## src/shared/pese_params.svh

```systemverilog
// Offsets, field positions, reset values and limits of the PHY event status block.
// Function
// - Event A bit 15 latches a link quality change seen while the link is up.
// - Event A bit 14 latches any change of energy detection status.
// - Event A bit 13 latches a pending link status change.
// - Event A bit 12 latches a pending speed change.
// - Event A bit 11 latches a pending duplex change.
// - Event A bit 10 latches autonegotiation completion.
// - Event A bit 9 latches false carrier counter passing half range.
// - Event A bit 8 latches receive error counter passing half range.
// - Event A bits 7 to 0 are writable enables for bits 15 to 8.
// - Event B bit 15 latches an energy efficient mode error.
// - Event B bit 14 latches a pending autonegotiation error.
// - Event B bit 13 latches reception of an autonegotiation page.
// - Event B bit 12 latches loopback FIFO overflow or underflow.
// - Event B bit 11 latches a crossover status change.
// - Event B bit 10 latches a pending sleep mode event.
// - Event B bit 9 latches inverted receive polarity or a received wake packet.
// - Event B bit 8 latches a pending jabber detect event.
// - Event B bits 7 to 0 are writable enables for bits 15 to 8.
// - Event interrupts reach the output only while global interrupt enable is set.
// - Polarity bit 3 set idles the output high and drives low on interrupt.
// - False carrier counter flags half-full above 7Fh and saturates at FFh.
`ifndef PESE_PARAMS_SVH
`define PESE_PARAMS_SVH

`define PESE_OFF_CTRL 5'h11
`define PESE_OFF_EVT_A 5'h12
`define PESE_OFF_EVT_B 5'h13
`define PESE_OFF_FALSE_CARRIER 5'h14
`define PESE_OFF_RX_ERROR 5'h15

`define PESE_CTRL_POL_BIT 3
`define PESE_CTRL_TEST_BIT 2
`define PESE_CTRL_GIE_BIT 1

`define PESE_EN_MSB 7
`define PESE_EN_LSB 0

`define PESE_RST_STATUS 8'h00
`define PESE_RST_ENABLE 8'h00
`define PESE_RST_GIE 1'b0
`define PESE_RST_TEST 1'b0
`define PESE_RST_POL 1'b1
`define PESE_RST_RDDATA 16'h0000
`define PESE_RST_COUNT 8'h00

`define PESE_CNT_MAX 8'hFF
`define PESE_CNT_HALF 8'h7F

`endif

```

## src/shared/pese_pkg.sv

```systemverilog
// Types shared by the PHY event status block.
package pese_pkg;

   typedef enum logic [5:0] {
      PESE_SEL_NONE = 6'h01,
      PESE_SEL_CTRL = 6'h02,
      PESE_SEL_EVT_A = 6'h04,
      PESE_SEL_EVT_B = 6'h08,
      PESE_SEL_FC = 6'h10,
      PESE_SEL_RE = 6'h20
   } pese_sel_e;

   typedef struct packed {
      logic [7:0] statusA;
      logic [7:0] enableA;
      logic [7:0] statusB;
      logic [7:0] enableB;
      logic globalEn;
      logic testInt;
      logic polarity;
      logic [15:0] rdData;
      logic intOut;
   } pese_state_s;

   typedef struct packed {
      logic [7:0] count;
      logic halfEvt;
   } pese_cnt_s;

endpackage : pese_pkg

```

## src/core/pese_event_counter.sv

```systemverilog
// Saturating event counter, cleared on read, with a half-range event pulse.
`include "pese_params.svh"

module pese_event_counter (
   input wire logic ref_clk,
   input wire logic rst,
   input wire logic incr,
   input wire logic clearOnRead,
   output logic [7:0] count,
   output logic halfEvt
);

   pese_pkg::pese_cnt_s cnt_q;
   pese_pkg::pese_cnt_s cnt_d;
   logic [7:0] base;

   always_comb begin
      cnt_d = cnt_q;
      base = clearOnRead ? `PESE_RST_COUNT : cnt_q.count;
      cnt_d.halfEvt = 1'b0;
      // An event in the clearing cycle is counted into the fresh value.
      if (incr && base != `PESE_CNT_MAX) begin
         cnt_d.count = base + 8'h01;
         cnt_d.halfEvt = (base == `PESE_CNT_HALF);
      end else begin
         cnt_d.count = base;
      end
   end

   always_ff @(posedge ref_clk or posedge rst) begin
      if (rst) begin
         cnt_q <= '{count: `PESE_RST_COUNT, halfEvt: 1'b0};
      end else begin
         cnt_q <= cnt_d;
      end
   end

   assign count = cnt_q.count;
   assign halfEvt = cnt_q.halfEvt;
endmodule : pese_event_counter

```

## src/core/pese_event_status.sv

```systemverilog
// Event status and enable registers with the combined interrupt output.
`include "pese_params.svh"

module pese_event_status (
   input wire logic ref_clk,
   input wire logic rst,
   input wire logic [4:0] regAddr,
   input wire logic [15:0] regWrData,
   input wire logic regWrEn,
   input wire logic regRdEn,
   output logic [15:0] regRdData,
   input wire logic linkUp,
   input wire logic linkQualityChange,
   input wire logic energyDetectChange,
   input wire logic linkStatusChange,
   input wire logic speedChange,
   input wire logic duplexChange,
   input wire logic autonegComplete,
   input wire logic falseCarrierEvent,
   input wire logic receiveErrorEvent,
   input wire logic energyEfficientModeError,
   input wire logic autonegError,
   input wire logic pageReceived,
   input wire logic loopbackFifoFault,
   input wire logic crossoverChange,
   input wire logic sleepEvent,
   input wire logic polarityInverted,
   input wire logic wakePacketReceived,
   input wire logic jabberDetect,
   output logic intOut
);

   ////////////////////////////////////////////////////////////////////////////////
   localparam pese_pkg::pese_state_s STATE_RST = '{
      statusA: `PESE_RST_STATUS,
      enableA: `PESE_RST_ENABLE,
      statusB: `PESE_RST_STATUS,
      enableB: `PESE_RST_ENABLE,
      globalEn: `PESE_RST_GIE,
      testInt: `PESE_RST_TEST,
      polarity: `PESE_RST_POL,
      rdData: `PESE_RST_RDDATA,
      intOut: `PESE_RST_POL
   };

   pese_pkg::pese_state_s st_q;
   pese_pkg::pese_state_s st_d;
   pese_pkg::pese_sel_e sel;
   logic [7:0] evtA;
   logic [7:0] evtB;
   logic [7:0] fcCount;
   logic [7:0] reCount;
   logic fcHalf;
   logic reHalf;
   logic rdA;
   logic rdB;
   logic rdFc;
   logic rdRe;
   logic wrA;
   logic wrB;
   logic wrCtrl;
   logic pending;
   logic [15:0] ctrlRd;

   ////////////////////////////////////////////////////////////////////////////////
   // Both counters share one module; the receive error counter is kept 8 bits wide.
   pese_event_counter uFalseCarrier (
      .ref_clk(ref_clk),
      .rst(rst),
      .incr(falseCarrierEvent),
      .clearOnRead(rdFc),
      .count(fcCount),
      .halfEvt(fcHalf)
   );

   pese_event_counter uRxError (
      .ref_clk(ref_clk),
      .rst(rst),
      .incr(receiveErrorEvent),
      .clearOnRead(rdRe),
      .count(reCount),
      .halfEvt(reHalf)
   );

   ////////////////////////////////////////////////////////////////////////////////
   always_comb begin
      if (regAddr == `PESE_OFF_CTRL) begin
         sel = pese_pkg::PESE_SEL_CTRL;
      end else if (regAddr == `PESE_OFF_EVT_A) begin
         sel = pese_pkg::PESE_SEL_EVT_A;
      end else if (regAddr == `PESE_OFF_EVT_B) begin
         sel = pese_pkg::PESE_SEL_EVT_B;
      end else if (regAddr == `PESE_OFF_FALSE_CARRIER) begin
         sel = pese_pkg::PESE_SEL_FC;
      end else if (regAddr == `PESE_OFF_RX_ERROR) begin
         sel = pese_pkg::PESE_SEL_RE;
      end else begin
         sel = pese_pkg::PESE_SEL_NONE;
      end
   end

   assign rdA = regRdEn && sel == pese_pkg::PESE_SEL_EVT_A;
   assign rdB = regRdEn && sel == pese_pkg::PESE_SEL_EVT_B;
   assign rdFc = regRdEn && sel == pese_pkg::PESE_SEL_FC;
   assign rdRe = regRdEn && sel == pese_pkg::PESE_SEL_RE;
   assign wrA = regWrEn && sel == pese_pkg::PESE_SEL_EVT_A;
   assign wrB = regWrEn && sel == pese_pkg::PESE_SEL_EVT_B;
   assign wrCtrl = regWrEn && sel == pese_pkg::PESE_SEL_CTRL;

   ////////////////////////////////////////////////////////////////////////////////
   // Event sources, ordered from status bit 15 down to bit 8.
   always_comb begin
      evtA[7] = linkQualityChange & linkUp;
      evtA[6] = energyDetectChange;
      evtA[5] = linkStatusChange;
      evtA[4] = speedChange;
      evtA[3] = duplexChange;
      evtA[2] = autonegComplete;
      evtA[1] = fcHalf;
      evtA[0] = reHalf;
      evtB[7] = energyEfficientModeError;
      evtB[6] = autonegError;
      evtB[5] = pageReceived;
      evtB[4] = loopbackFifoFault;
      evtB[3] = crossoverChange;
      evtB[2] = sleepEvent;
      evtB[1] = polarityInverted | wakePacketReceived;
      evtB[0] = jabberDetect;
   end

   always_comb begin
      ctrlRd = 16'h0000;
      ctrlRd[`PESE_CTRL_POL_BIT] = st_q.polarity;
      ctrlRd[`PESE_CTRL_TEST_BIT] = st_q.testInt;
      ctrlRd[`PESE_CTRL_GIE_BIT] = st_q.globalEn;
   end

   // The test bit bypasses the global enable so the pin can be checked alone.
   always_comb begin
      pending = st_q.testInt;
      if (st_q.globalEn) begin
         pending = pending | (|(st_q.statusA & st_q.enableA)) | (|(st_q.statusB & st_q.enableB));
      end
   end

   ////////////////////////////////////////////////////////////////////////////////
   always_comb begin
      st_d = st_q;
      // A read clears first, then new events set, so a colliding event survives.
      if (rdA) begin
         st_d.statusA = `PESE_RST_STATUS;
      end
      if (rdB) begin
         st_d.statusB = `PESE_RST_STATUS;
      end
      st_d.statusA = st_d.statusA | evtA;
      st_d.statusB = st_d.statusB | evtB;
      if (wrA) begin
         st_d.enableA = regWrData[`PESE_EN_MSB:`PESE_EN_LSB];
      end
      if (wrB) begin
         st_d.enableB = regWrData[`PESE_EN_MSB:`PESE_EN_LSB];
      end
      if (wrCtrl) begin
         st_d.polarity = regWrData[`PESE_CTRL_POL_BIT];
         st_d.testInt = regWrData[`PESE_CTRL_TEST_BIT];
         st_d.globalEn = regWrData[`PESE_CTRL_GIE_BIT];
      end
      if (regRdEn) begin
         unique case (sel)
            pese_pkg::PESE_SEL_CTRL: begin
               st_d.rdData = ctrlRd;
            end
            pese_pkg::PESE_SEL_EVT_A: begin
               st_d.rdData = {st_q.statusA, st_q.enableA};
            end
            pese_pkg::PESE_SEL_EVT_B: begin
               st_d.rdData = {st_q.statusB, st_q.enableB};
            end
            pese_pkg::PESE_SEL_FC: begin
               st_d.rdData = {8'h00, fcCount};
            end
            pese_pkg::PESE_SEL_RE: begin
               st_d.rdData = {8'h00, reCount};
            end
            pese_pkg::PESE_SEL_NONE: begin
               st_d.rdData = 16'h0000;
            end
         endcase
      end
      st_d.intOut = st_q.polarity ? ~pending : pending;
   end

   always_ff @(posedge ref_clk or posedge rst) begin
      if (rst) begin
         st_q <= STATE_RST;
      end else begin
         st_q <= st_d;
      end
   end

   assign regRdData = st_q.rdData;
   assign intOut = st_q.intOut;
endmodule : pese_event_status

```

## config.mk

```make
export PLATFORM = sky130hd
export DESIGN_NAME = pese_event_status
export DESIGN_NICKNAME = d
export VERILOG_FILES = /design/src/shared/pese_pkg.sv /design/src/core/pese_event_counter.sv /design/src/core/pese_event_status.sv
export VERILOG_INCLUDE_DIRS = /design/src /design/src/shared
export SDC_FILE = /design/constraint.sdc
export NUM_CORES = 1
export LEC_CHECK = 0
export ABC_CLOCK_PERIOD_IN_PS = 2400
export BUFFER_PORTS_ARGS = -buffer_cell sky130_fd_sc_hd__buf_2
export CORE_ASPECT_RATIO = 0.6
export CORE_UTILIZATION = 59
export DETAILED_ROUTE_END_ITERATION = 8
export PLACE_DENSITY = 0.87
export SYNTH_ARGS = -nofsm -noshare
export SYNTH_HDL_FRONTEND = slang
export SYNTH_HIERARCHICAL = 1
export SYNTH_SLANG_ARGS = --single-unit
```

## constraint.sdc

```tcl
create_clock -name ref_clk -period 2.4 [get_ports ref_clk]
set_input_delay 0.12 -clock ref_clk [delete_from_list [all_inputs] [get_ports ref_clk]]
set_output_delay 0.12 -clock ref_clk [all_outputs]
set_load 0.1 [all_outputs]
```

# After elaboration in Yosys (flattened, before gate mapping)

Index checks and enable logic that the tools add are counted.
W data, S select, Z words.

Mux-type cells: 16
Add/subtract/negate cells: 2
Reduce and logical (&&, ||, !) cells: 11
Bitwise gates (word level): 9
Equality and inequality tests: 15

Operator list:

| operator              | number |
|---|---|
| $pmux W16 S6          | 1 |
| $mux W8               | 6 |
| $mux W6               | 5 |
| $eq A5 B5 Y1 const B  | 5 |
| $add A8 B1 Y8 const B | 2 |
| $and A8 B8 Y8         | 2 |
| $eq A8 B7 Y1 const B  | 2 |
| $ne A8 B8 Y1 const B  | 2 |
| $or A8 B8 Y8          | 2 |
| $reduce_or A8 Y1      | 2 |
| $logic_and A1 B1 Y1   | 9 |
| $eq A6 B1 Y1 const B  | 1 |
| $eq A6 B2 Y1 const B  | 1 |
| $eq A6 B3 Y1 const B  | 1 |
| $eq A6 B4 Y1 const B  | 1 |
| $eq A6 B5 Y1 const B  | 1 |
| $eq A6 B6 Y1 const B  | 1 |
| $mux W1               | 4 |
| $or A1 B1 Y1          | 3 |
| $and A1 B1 Y1         | 1 |
| $not A1 Y1            | 1 |

Flip-flop bits (word level): 70
Logic and storage cells: 66
Output and inout bits: 17

# Depth between registers and ports, before layout

Gate-level depths: netlist of the first run.

Depth after elaboration: 12
Depth in mapped cells: 7

# By module

Netlist of the first run, hierarchy kept.

By module, submodules not included:

| module             | area each (µm²) | cells an instance | instances | seq. area each (µm²) |
|---|---|---|---|---|
| pese_event_status  | 2372.3          | 203               | 1         | 1303.8 |
| pese_event_counter | 451.7           | 43                | 2         | 225.2 |

# Worst setup path before layout of the first run

OpenSTA, ideal clock, no wires.

Path kind: input -> register
From: input regAddr[3]
To: register uFalseCarrier.cnt_q, in the netlist uFalseCarrier/count[6]
Data arrival time: 1.299 ns
Setup time: 0.136 ns
Path slack: 0.965 ns
Cell stages on the path: 6
Path through: nand2b_1 -> nor4_2 -> and2_1 -> inv_1 -> o311ai_1 -> o41ai_1

RTL lines:

| item                   | line                     | source |
|---|---|---|
| start: declaration     | pese_event_status.sv:7   | `input wire logic [4:0] regAddr,` |
| end signal: assignment | pese_event_counter.sv:32 | `` cnt_q <= '{count: `PESE_RST_COUNT, halfEvt: 1'b0}; `` |
| end signal: assignment | pese_event_counter.sv:34 | `cnt_q <= cnt_d;` |
| end: declaration       | pese_event_counter.sv:13 | `pese_pkg::pese_cnt_s cnt_q;` |

==> summary.txt, run 1 <==
Critical path
  • Family with the most delay on the worst path: buffers and inverters
  • R2r worst-path depth: 5
  • WS Path Type: in -> reg
  • Reg-to-reg critical path endpoint: intOut
  • CP endpoint: st_q[29]
  • Worst path bufs/invs: 2
  • Beginning of the critical path: regRdEn
  • Critical path endpoint category: flop
  • Critical Path RT: 2.64 ns
  • Startpoint Class: input pin
  • CP max stage delay: 0.55 ns
  • Worst R2R Setup Slack: 0.75 ns
  • Slowest stage cell, crit path: dlygate4sd3_1
  • Arr. time, crit path: 1.97 ns
  • Critical Path Stages: 4
  • Cell Chain, Critical Path: buf_2, nand2_1, a211o_1, dlygate4sd3_1
  • Crit-path max FO: 37
  • Worst r2r src: st_q[50]

STA
  • Endpoints failing hold: 0
  • Slew @ Worst Pin: 0.626 ns
  • Fmax: 0.578 GHz
  • Slew Viols, Final: 0
  • Setup TNS: 0 ns
  • Final Cycle Share: 0.721
  • Worst Clk Skew: 0.00412 ns
  • Setup violators final: 0
  • Crit path time final: 1.73 ns
  • RSZ-0062 raised after global routing: false
  • Rel. slew slack: 0.583

Place
  • Detailed Place HPWL: 5570 um
  • Placed insts: 384
  • Routability cong.: 0.860
  • Port bufs: 51
  • Cell Area, Placed: 3460 um^2

Layout
  • Util after Layout: 0.731
  • Final instance area: 3800 um^2
  • Filler Cell Count: 381
  • Share of cells above drive strength 1: 0.301
  • Post-route insts no fill: 416
  • Seq. cell area: 1750 um^2
  • Multi-input logic area: 1310 um^2
  • Final net count: 387
  • Area Growth Syn to Fin: 16.1%

Detailed routing
  • Wire per inst: 19.5 um
  • Detail Route Antenna Nets: 0
  • First drt pass iteration count: 7
  • Via density: 6.38
  • Final wirelength: 8110 um
  • DRC: 0
  • Vias: 2656
  • First DRT Iteration DRCs: 227

Worst hold path
  • Hold Crit Class: in -> reg

Yosys
  • Area share of the largest cell type after synthesis: 0.519
  • Ys async rst share: 1.00
  • Top cells by count, synth: dfrtp_1 (68), mux2_2 (19), a21oi_1 (18), a22oi_1 (18), buf_4 (17)
  • Top post-synthesis cells by area: dfrtp_1 (52%), mux2_2 (6.5%), a22oi_1 (4.1%)
  • Yosys reg bits: 70
  • Cell with the most instances after synthesis: dfrtp_1
  • Sequential area share after synthesis: 0.536
  • Post-synth EDFFs: 0
  • Mapped Area: 3280 um^2
  • Post-synth cell types: 44
  • Largest family of logic cells by synthesized area: compound AO/OA/AOI/OAI gates
  • Post-Syn Instances: 289
  • Synth Area in XOR/XNOR: 0.00802
  • Main synth FF type: dfrtp_1
  • Area leader, netlist: dfrtp_1
  • Synth warn: 6
  • Post-synthesis mux area share: 0.0653
  • Syn_nets: 332
  • Compound-Gate Fraction of Synth Area: 0.217
  • Post-synthesis simple-gate area fraction: 0.110
  • Syn_area_per_cell: 11.3 um^2
  • Post-Synth Adder-Cell Area: 0

GRT
  • Total GRT Usage: 0.300
  • Initial antenna violation count: 0
  • Grt total ovfl: 0
  • Global-route wire length before repair: 12800 um
  • Vias in the first global route: 2399
  • Largest net degree at the start of global routing: 38

Clocking
  • Clk root buf: clkbuf_8
  • Total CTS buffers: 9
  • CTS tree: done
  • Max Root-Sink Buffers: 2
  • CTS-repair resized insts: 0
  • Postcts setup bufs: 0
  • Clock sinks: 70
  • Clk Latency, worst-skew pair: 0.35 ns
  • # H-tree levels: 3
  • CTS clk-pin slew, worst paths: 0.07 ns

Floorplanning
  • I/O pins: 60
  • Die Width: 98.2 um
  • Die ar.: 5860 um^2
  • Die Ht: 59.7 um
  • Core area: 5200 um^2
  • FP Rows: 20
  • Starting Density: 0.629

Power and ir drop
  • Pwr/cell area: 871 nW/um^2
  • Power, Total: 3310 uW
  • Lkg Pwr: 0.00164 uW
  • Worst IR Drop VDD: 0.871 mV

Flow run
  • MaxCap Viol Count: 0

Status
  • Status: finished, final reports clean
==> layout by cell type (no fill, tap or decap), drive strengths merged, types with 3 or more instances in the layout <==
cell         instances
dfrtp               68
buf                 55
mux2                19
a22oi               18
a21oi               18
dlygate4sd3         15
nor2                15
a21o                14
clkbuf              13
a31oi               11
o21ai               10
nand2               10
inv                  8
a221oi               7
nand3                6
and2                 6
and3                 6
a22o                 5
nand4                5
a211oi               4
o22ai                3
xnor2                3
==> through the flow <==
step	hold WS (ns)	setup slack (ns)
final	0.0192	0.669
after global routing	0.0201	0.588
after CTS	0.0189	0.680
after detailed placement	0.134	0.644
after global placement	0.133	0.719
after floorplan	-0.0521	0.965
==> report_power, final <==
part / switching [uW] / internal, uW
logic: 491 / 290
clock network: 425 / 456
registers: 260 / 1390
total: 1180 / 2130
==> cells by family (layout without fill, tap and decap cells) <==
logic type,after synthesis,count (layout)
AOI/OAI and AO/OA,103,103
and+or+nand+nor,60,60
buffers and inverters,34,94
muxes,19,19
DFF,70,70
xor gates and xnor gates,3,3
other,0,1
==> repair_timing <==
action | CTS | global route
endpoints found under the hold margin | 53 | 0
setup endpoints to repair | 0 | 0
hold buffers | 15 | 0
==> routing by layer <==
| metal | wire length, um | share of wire | global-route usage | vias up |
|---|---|---|---|---|
| met1 | 3690 | 0.46 | 0.425 | 1311 |
| li1 | - | - | - | 1188 |
| met2 | 3600 | 0.44 | 0.450 | 142 |
| met3 | 681 | 0.084 | 0.0795 | 15 |
| met5 | 0 | 0 | 0 | - |
| met4 | 131 | 0.016 | 0.117 | 0 |
==> area by class of cell <==
cell class | count | share of cell area
sequential | 70 | 0.461
tap | 66 | 0.0217
multi-input combinational | 185 | 0.345
clock buffer | 13 | 0.0444
timing repair buffer | 70 | 0.115
inverter | 8 | 0.00790
antenna | 1 | 0.000658
clock inverter | 3 | 0.00461
==> flip-flops by register name (all words and copies together) (netlist names) <==
name	count
ctrlRd	3
intOut	1
regRdData	16
st_q	32
uFalseCarrier/count	8
uFalseCarrier/halfEvt	1
uRxError/count	8
uRxError/halfEvt	1
==> worst min path at each step <==
stage	cells past startpoint	from	slack [ns]	endpoint
finish	2	linkUp	0.02	st_q[51]
global route	2	regWrData[6]	0.02	st_q[26]
CTS	2	regWrData[6]	0.02	st_q[42]
detailed placement	2	rst	0.13	uFalseCarrier/count[5]
global placement	2	rst	0.13	uFalseCarrier/count[4]
floorplan	1	rst	-0.05	uFalseCarrier/count[0]
==> worst register-to-register path: stages (launching register included) <==
cell and delay (ns):
dfrtp_1 0.40, a22o_1 0.23, a221oi_1 0.33, nand4_1 0.22, a21oi_1 0.25, xnor2_1 0.15
Note: power is estimated with default switching activity, not from simulation.
==> inputs of run 2 (changes only) <==
- ABC_CLOCK_PERIOD_IN_PS: 2400 -> 1680
- CORE_UTILIZATION: 59 -> 55
- PLACE_DENSITY: 0.87 -> 0.82
- clock period: 2.4 -> 1.68 ns (I/O delays scaled with it)
==> run 2 against run 1 <==
Net effect: routed wire length is 0.27% lower; clock power rose by 78%; sequential cell count did not move; critical path depth increased by 1; largest power group unchanged; critical path type is now reg -> reg.
==> summary.txt, run 2 (synthesis gave the netlist of run 1 again) <==
Status
  • Status: finished, final reports clean

Layout
  • Number of flip-flops in the largest register: 32 (unchanged)
  • Area Growth Syn to Fin: 22.4%
  • Share of cells above drive strength 1: 0.303 (+0.00217)
  • Commonest non-fill, non-tap cells in the layout: dfrtp_1 (68), buf_2 (51), dlygate4sd3_1 (25)
  • Seq. cell area: 1750 um^2 (unchanged)
  • Multi-input logic area: 1310 um^2 (+0.19%)
  • Reg with most FFs: st_q
  • Filler Cell Count: 391 (+2.6%)
  • Most common cell after layout, fill and taps aside: dfrtp_1
  • Final net count: 401 (+3.6%)
  • Diode count: 0 (-1)

STA
  • Slew Viols, Final: 0 (unchanged)
  • Worst Clk Skew: 0.0143 ns (+0.0102 ns)
  • WHS: 0.0400 ns (+0.0208 ns)
  • Rel. slew slack: 0.630 (+0.0466)
  • RSZ-0062 raised after global routing: false
  • Setup violators final: 0 (unchanged)
  • Final Cycle Share: 0.930
  • Crit path time final: 1.56 ns
  • Endpoints failing hold: 0 (unchanged)
  • Setup TNS: 0 ns (unchanged)
  • Slew @ Worst Pin: 0.555 ns (-0.0707 ns)
  • Fmax: 0.640 GHz

Floorplanning
  • Die Width: 102 um (+3.5%)
  • I/O pins: 60 (unchanged)
  • Die ar.: 6280 um^2 (+7.1%)
  • Core area: 5650 um^2 (+8.5%)
  • Starting Density: 0.580 (-0.0495)
  • Die Ht: 61.8 um (+3.5%)
  • FP Rows: 21 (+5.0%)

Critical path
  • Critical Path RT: 1.97 ns (-0.67 ns)
  • Crit-path max FO: 3 (-92%)
  • Arr. time, crit path: 1.85 ns (-0.12 ns)
  • Worst r2r src: st_q[28]
  • Worst R2R Setup Slack: 0.12 ns (-0.63 ns)
  • Startpoint Class: flop
  • Critical path endpoint category: flop
  • WS Path Type: reg -> reg
  • R2r worst-path depth: 5 (unchanged)
  • Reg-to-reg critical path endpoint: intOut

Detailed routing
  • DRC: 0 (unchanged)
  • Met2 routed WL: 3490 um (-3.0%)
  • Detail Route Antenna Nets: 0 (unchanged)
  • First drt pass iteration count: 5 (-2)
  • First DRT Iteration DRCs: 140 (-38%)
  • Final wirelength: 8080 um (-0.27%)
  • Total length of routed met3 wires: 752 um (+10%)
  • Top layer in use: met4
  • Wire per inst: 18.2 um (-6.3%)
  • Via density: 6.00 (-6.0%)
  • Wire length on met1: 3780 um (+2.3%)
  • Vias: 2658 (+0.075%)

Power and ir drop
  • Worst IR Drop VDD: 1.08 mV (+24%)
  • Pwr/cell area: 1260 nW/um^2 (+45%)
  • Lkg Pwr: 0.00173 uW (+5.5%)

Worst hold path
  • Worst hold stages: 3 (+1)
  • Critical hold path startpoint: receiveErrorEvent
  • Hold Crit Class: in -> reg
  • Worst hold endpoint: uRxError/count[0]

Clocking
  • # H-tree levels: 3 (unchanged)
  • Clock sinks: 70 (unchanged)
  • CTS tree: done
  • Max Root-Sink Buffers: 2 (unchanged)
  • Total CTS buffers: 9 (unchanged)
  • CTS clk-pin slew, worst paths: 0.08 ns (about the same)
  • Clk root buf: clkbuf_8
  • Clk Latency, worst-skew pair: 0.36 ns (about the same)

GRT
  • Vias in the first global route: 2406 (+0.29%)
  • Grt total ovfl: 0 (unchanged)
  • Initial antenna violation count: 0 (unchanged)
  • Global-route wire length before repair: 12500 um (-2.3%)
  • Total GRT Usage: 0.279 (-0.0207)
  • Largest net degree at the start of global routing: 28 (-26%)

Place
  • Detailed Place HPWL: 5710 um (+2.4%)
  • Routability cong.: 0.873 (+1.5%)
  • Port bufs: 51 (unchanged)

Flow run
  • MaxCap Viol Count: 0 (unchanged)
## run 2: layout make-up
cell class | instances | area share
clock inverters | 3 | 0.0162
multi-input cells | 185 | 0.328
well taps | 80 | 0.0250
inverters | 8 | 0.00749
clock buffers | 13 | 0.0421
flip-flops and latches | 70 | 0.437
repair buffers | 84 | 0.144
## run 2: worst max path at each step
stage / startpoint / end / slack, ns / depth (start not counted)
floorplan: regAddr[3] / uFalseCarrier/count[6] / 0.28 / 6
global placement: st_q[28] / intOut / 0.22 / 5
detailed placement: st_q[28] / intOut / 0.13 / 5
CTS: regAddr[3] / st_q[29] / 0.1 / 6
global route: regAddr[3] / st_q[29] / 0.05 / 6
finish: st_q[28] / intOut / 0.12 / 5
## run 2: critical path: stages, from the launching register on
cell and delay (ns):
dfrtp_1 0.40, a22o_1 0.23, a221oi_1 0.37, nand4_1 0.16, a21oi_1 0.21, xnor2_1 0.14
## run 2: through the flow
| stage | power, uW | instances | instance area [um^2] | util | worst slack (ns) |
|---|---|---|---|---|---|
| final | 5060 | 443 | 4010 | 0.710 | 0.117 |
| after detailed placement | 3450 | 402 | 3520 | 0.624 | 0.127 |
| after global routing | 5290 | 443 | 4010 | 0.710 | 0.0545 |
| after CTS | 5060 | 443 | 4010 | 0.709 | 0.0976 |
| after floorplan | 3180 | 289 | 3280 | - | 0.281 |
| after global placement | 3400 | 402 | 3520 | 0.624 | 0.216 |
## run 2: layer usage
layer | GRT usage | vias to the layer above
li1 | - | 1216
met2 | 0.383 | 120
met5 | 0 | -
met4 | 0.0828 | 0
met1 | 0.401 | 1312
met3 | 0.119 | 10
## run 2: repair_timing
action / CTS / global route
hold buffers: 25 / 0
hold endpoints to repair: 70 / 0
buffers inserted: 0 / 0
setup endpoints to repair: 0 / 1
resized for setup: 0 / 1
## run 2: where the power goes
group / total (uW) / internal, uW / switching [uW]
Clock: 1570 / 956 / 612
Combinational: 1130 / 434 / 698
Sequential: 2360 / 1980 / 376
Total: 5060 / 3370 / 1690
==> inputs of run 3 (changes only) <==
- CORE_UTILIZATION: 55 -> 56
- PLACE_DENSITY: 0.82 -> 0.83
- SYNTH_HIERARCHICAL: 1 -> default
==> run 3 against run 2 <==
Net effect: clock skew shrank 0.0067 ns; critical endpoint is now st_q[51]; highest routed layer unchanged; cell count grew 1.1%; area after synthesis grew 3.3%; global-route usage shrank 0.41 points; register-to-register slack lost 0.02 ns; first-iteration DRC count grew 36%.
==> summary.txt, run 3 <==
Critical path
  • Slowest stage cell, crit path: dlygate4sd3_1
  • Critical path endpoint category: flop
  • Crit-path max FO: 7 (+4)
  • Critical Path RT: 1.91 ns (-0.06 ns)
  • WS Path Type: in -> reg
  • Startpoint Class: input pin
  • CP max stage delay: 0.55 ns (+0.15 ns)
  • Arr. time, crit path: 1.91 ns (+0.06 ns)
  • Cell Chain, Critical Path: buf_2, nor3b_2, and2_2, nand3b_1, a22o_1, dlygate4sd3_1

Worst hold path
  • Hold Crit Class: in -> reg

Clocking
  • Total CTS buffers: 9 (unchanged)
  • Max Root-Sink Buffers: 2 (unchanged)
  • CTS clk-pin slew, worst paths: 0.07 ns (about the same)
  • Clk Latency, worst-skew pair: 0.35 ns (about the same)
  • Clock sinks: 70 (unchanged)
  • CTS tree: done
  • # H-tree levels: 3 (unchanged)
  • Clk root buf: clkbuf_8

Yosys
  • Main synth FF type: dfrtp_1
  • Sequential area share after synthesis: 0.518 (-0.0172)
  • Ys async rst share: 1.00 (unchanged)
  • Area share of the largest cell type after synthesis: 0.503 (-0.0167)
  • Post-synth EDFFs: 0 (unchanged)
  • Yosys reg bits: 70 (unchanged)
  • Cell with the most instances after synthesis: dfrtp_1
  • Area leader, netlist: dfrtp_1
  • Top cells by count, synth: dfrtp_1 (68), mux2_2 (26), nand2_1 (18), buf_4 (17), mux2i_1 (16)
  • Syn_nets: 338 (+1.8%)
  • Post-synth cell types: 50 (+14%)
  • Syn_area_per_cell: 11.5 um^2 (+1.2%)
  • Post-Syn Instances: 295 (+2.1%)
  • Top post-synthesis cells by area: dfrtp_1 (50%), mux2_2 (8.7%), mux2i_1 (4.7%)
  • Synth warn: 0 (-6)
  • Mapped Area: 3380 um^2 (+3.3%)

GRT
  • Total GRT Usage: 0.275 (-0.00413)
  • Vias in the first global route: 2549 (+5.9%)
  • Global-route wire length before repair: 12900 um (+3.2%)
  • Grt total ovfl: 0 (unchanged)
  • Initial antenna violation count: 0 (unchanged)
  • Largest net degree at the start of global routing: 71 (+150%)

Detailed routing
  • Detail Route Antenna Nets: 0 (unchanged)
  • Final wirelength: 7970 um (-1.4%)
  • DRC: 0 (unchanged)
  • Via density: 5.73 (-4.5%)
  • Vias: 2566 (-3.5%)
  • First drt pass iteration count: 4 (-1)
  • Wire per inst: 17.8 um (-2.5%)
  • First DRT Iteration DRCs: 191 (+36%)

Layout
  • Diode count: 0 (unchanged)
  • Final net count: 406 (+1.2%)
  • Most common cell after layout, fill and taps aside: dfrtp_1
  • Filler Cell Count: 400 (+2.3%)
  • Number of flip-flops in the largest register: 32 (unchanged)
  • Area Growth Syn to Fin: 21.1%
  • Reg with most FFs: st_q
  • Share of cells above drive strength 1: 0.318 (+0.0149)
  • Commonest non-fill, non-tap cells in the layout: dfrtp_1 (68), buf_2 (51), mux2_2 (26)
  • Post-route insts no fill: 448 (+1.1%)

Power and ir drop
  • Net Switching: 1560 uW (-7.2%)
  • Power, Total: 4640 uW (-8.3%)
  • Lkg Pwr: 0.00186 uW (+7.4%)
  • Worst IR Drop VDD: 0.925 mV (-15%)
  • Clock power frac: 0.281 (-0.029)
  • Pwr/cell area: 1130 nW/um^2 (-10%)
  • Int Pwr: 3080 uW (-8.8%)
  • Gate power share: 0.224 (about the same)
  • Switching share of power: 0.337 (+0.00390)
  • Sequential Power Share: 0.495 (+0.029)

Place
  • Placed insts: 405 (+0.75%)
  • Routability cong.: 0.828 (-5.1%)
  • Detailed Place HPWL: 5290 um (-7.3%)
  • Port bufs: 51 (unchanged)
  • Placement Setup Slack: 0.143 ns (+0.0156 ns)

STA
  • WHS: 0.0263 ns (-0.0137 ns)
  • Crit path time final: 1.68 ns (+0.116 ns)
  • Endpoints failing hold: 0 (unchanged)
  • Setup TNS: 0 ns (unchanged)
  • Fmax: 0.596 GHz (-6.9%)
  • Rel. slew slack: 0.666 (+0.0361)
  • Final setup margin: 0.00178 ns (-0.116 ns)
  • Slew @ Worst Pin: 0.500 ns (-0.0546 ns)
  • Worst Clk Skew: 0.00754 ns (-0.00675 ns)
  • Final Cycle Share: 0.999 (+0.0689)
  • Slew Viols, Final: 0 (unchanged)
  • Setup violators final: 0 (unchanged)

Floorplanning
  • Core area: 5700 um^2 (+0.93%)
  • Die ar.: 6370 um^2 (+1.4%)
  • Starting Density: 0.594 (+0.0137)
  • Die Ht: 62.2 um (+0.71%)
  • FP Rows: 21 (unchanged)
  • I/O pins: 60 (unchanged)
  • Die Width: 102 um (+0.72%)

Status
  • Status: finished, final reports clean

Flow run
  • MaxCap Viol Count: 0 (unchanged)
## run 3: changes by cell type after synthesis, moves of 6 or more
| cell | previous run | this run |
|---|---|---|
| a22oi_1 | 18 | 0 |
| mux2i_1 | 0 | 16 |
| a21oi_1 | 18 | 5 |
| o22ai_1 | 3 | 14 |
| nand2_1 | 8 | 18 |
| a31oi_1 | 11 | 4 |
| mux2_2 | 19 | 26 |
| inv_1 | 8 | 14 |
| o21ai_0 | 10 | 4 |
## run 3: final cells by class
| type | instances | area, um^2 | area share |
|---|---|---|---|
| Inverter | 14 | 56.3 | 0.0137 |
| Sequential cell | 70 | 1750 | 0.428 |
| Clock inverter | 4 | 47.5 | 0.0116 |
| Timing Repair Buffer | 87 | 611 | 0.149 |
| Tap cell | 80 | 100 | 0.0244 |
| Clock buffer | 12 | 135 | 0.0330 |
| Multi-Input combinational cell | 181 | 1390 | 0.340 |
## run 3: layer usage
| metal | vias to the layer above | share of wire | GRT usage |
|---|---|---|---|
| li1 | 1193 | - | - |
| met1 | 1273 | 0.49 | 0.400 |
| met2 | 88 | 0.43 | 0.392 |
| met3 | 12 | 0.067 | 0.0912 |
| met4 | 0 | 0.011 | 0.0768 |
| met5 | - | 0 | 0 |
## run 3: power by group through the flow
| stage | Sequential, uW | Combinational [uW] | Clock, uW |
|---|---|---|---|
| finish | 2300 | 1040 | 1300 |
| global route | 2340 | 1130 | 1400 |
| CTS | 2280 | 1030 | 1320 |
| detailed placement | 2310 | 982 | 0 |
| global placement | 2290 | 945 | 0 |
| floorplan | 2260 | 773 | 0 |
## run 3: path summary, 6_finish.rpt
path | slack [ns] | from | to | depth (start not counted)
min in group asynchronous | 0.37 | rst | regRdData[1] | 4
setup / recovery | 0.002 | regAddr[3] | st_q[51] | 6
hold / removal | 0.03 | receiveErrorEvent | uRxError.count[0] | 3
hold reg to reg | 0.44 | uRxError.halfEvt | st_q[44] | 1
setup reg to reg | 0.10 | st_q[46] | intOut | 5
max in group asynchronous | 0.99 | rst | intOut | 4
## run 3: stage by stage
stage / cell area [um^2] / utilization
after floorplan: 3390 / -
after global placement: 3650 / 0.639
after detailed placement: 3650 / 0.639
after CTS: 4070 / 0.714
after global routing: 4100 / 0.719
final: 4100 / 0.719
## run 3: logic make-up after synthesis
group,after synthesis,share of synthesized area
xor+xnor,6,0.0155
simple gates,64,0.111
compound gates,67,0.142
buf+inv,44,0.0717
flops,70,0.518
mux,44,0.142
## run 3: critical path: cells and delay by family
family	cells	cell delay, ns
compound gates	1	0.28
simple gates	3	0.88
buf+inv	2	0.66
## run 3: timing repair
action,in CTS,in global routing
setup endpoints to repair,0,2
resized for setup,0,1
hold endpoints to repair,93,0
buffers inserted,0,3
hold buffers,24,0
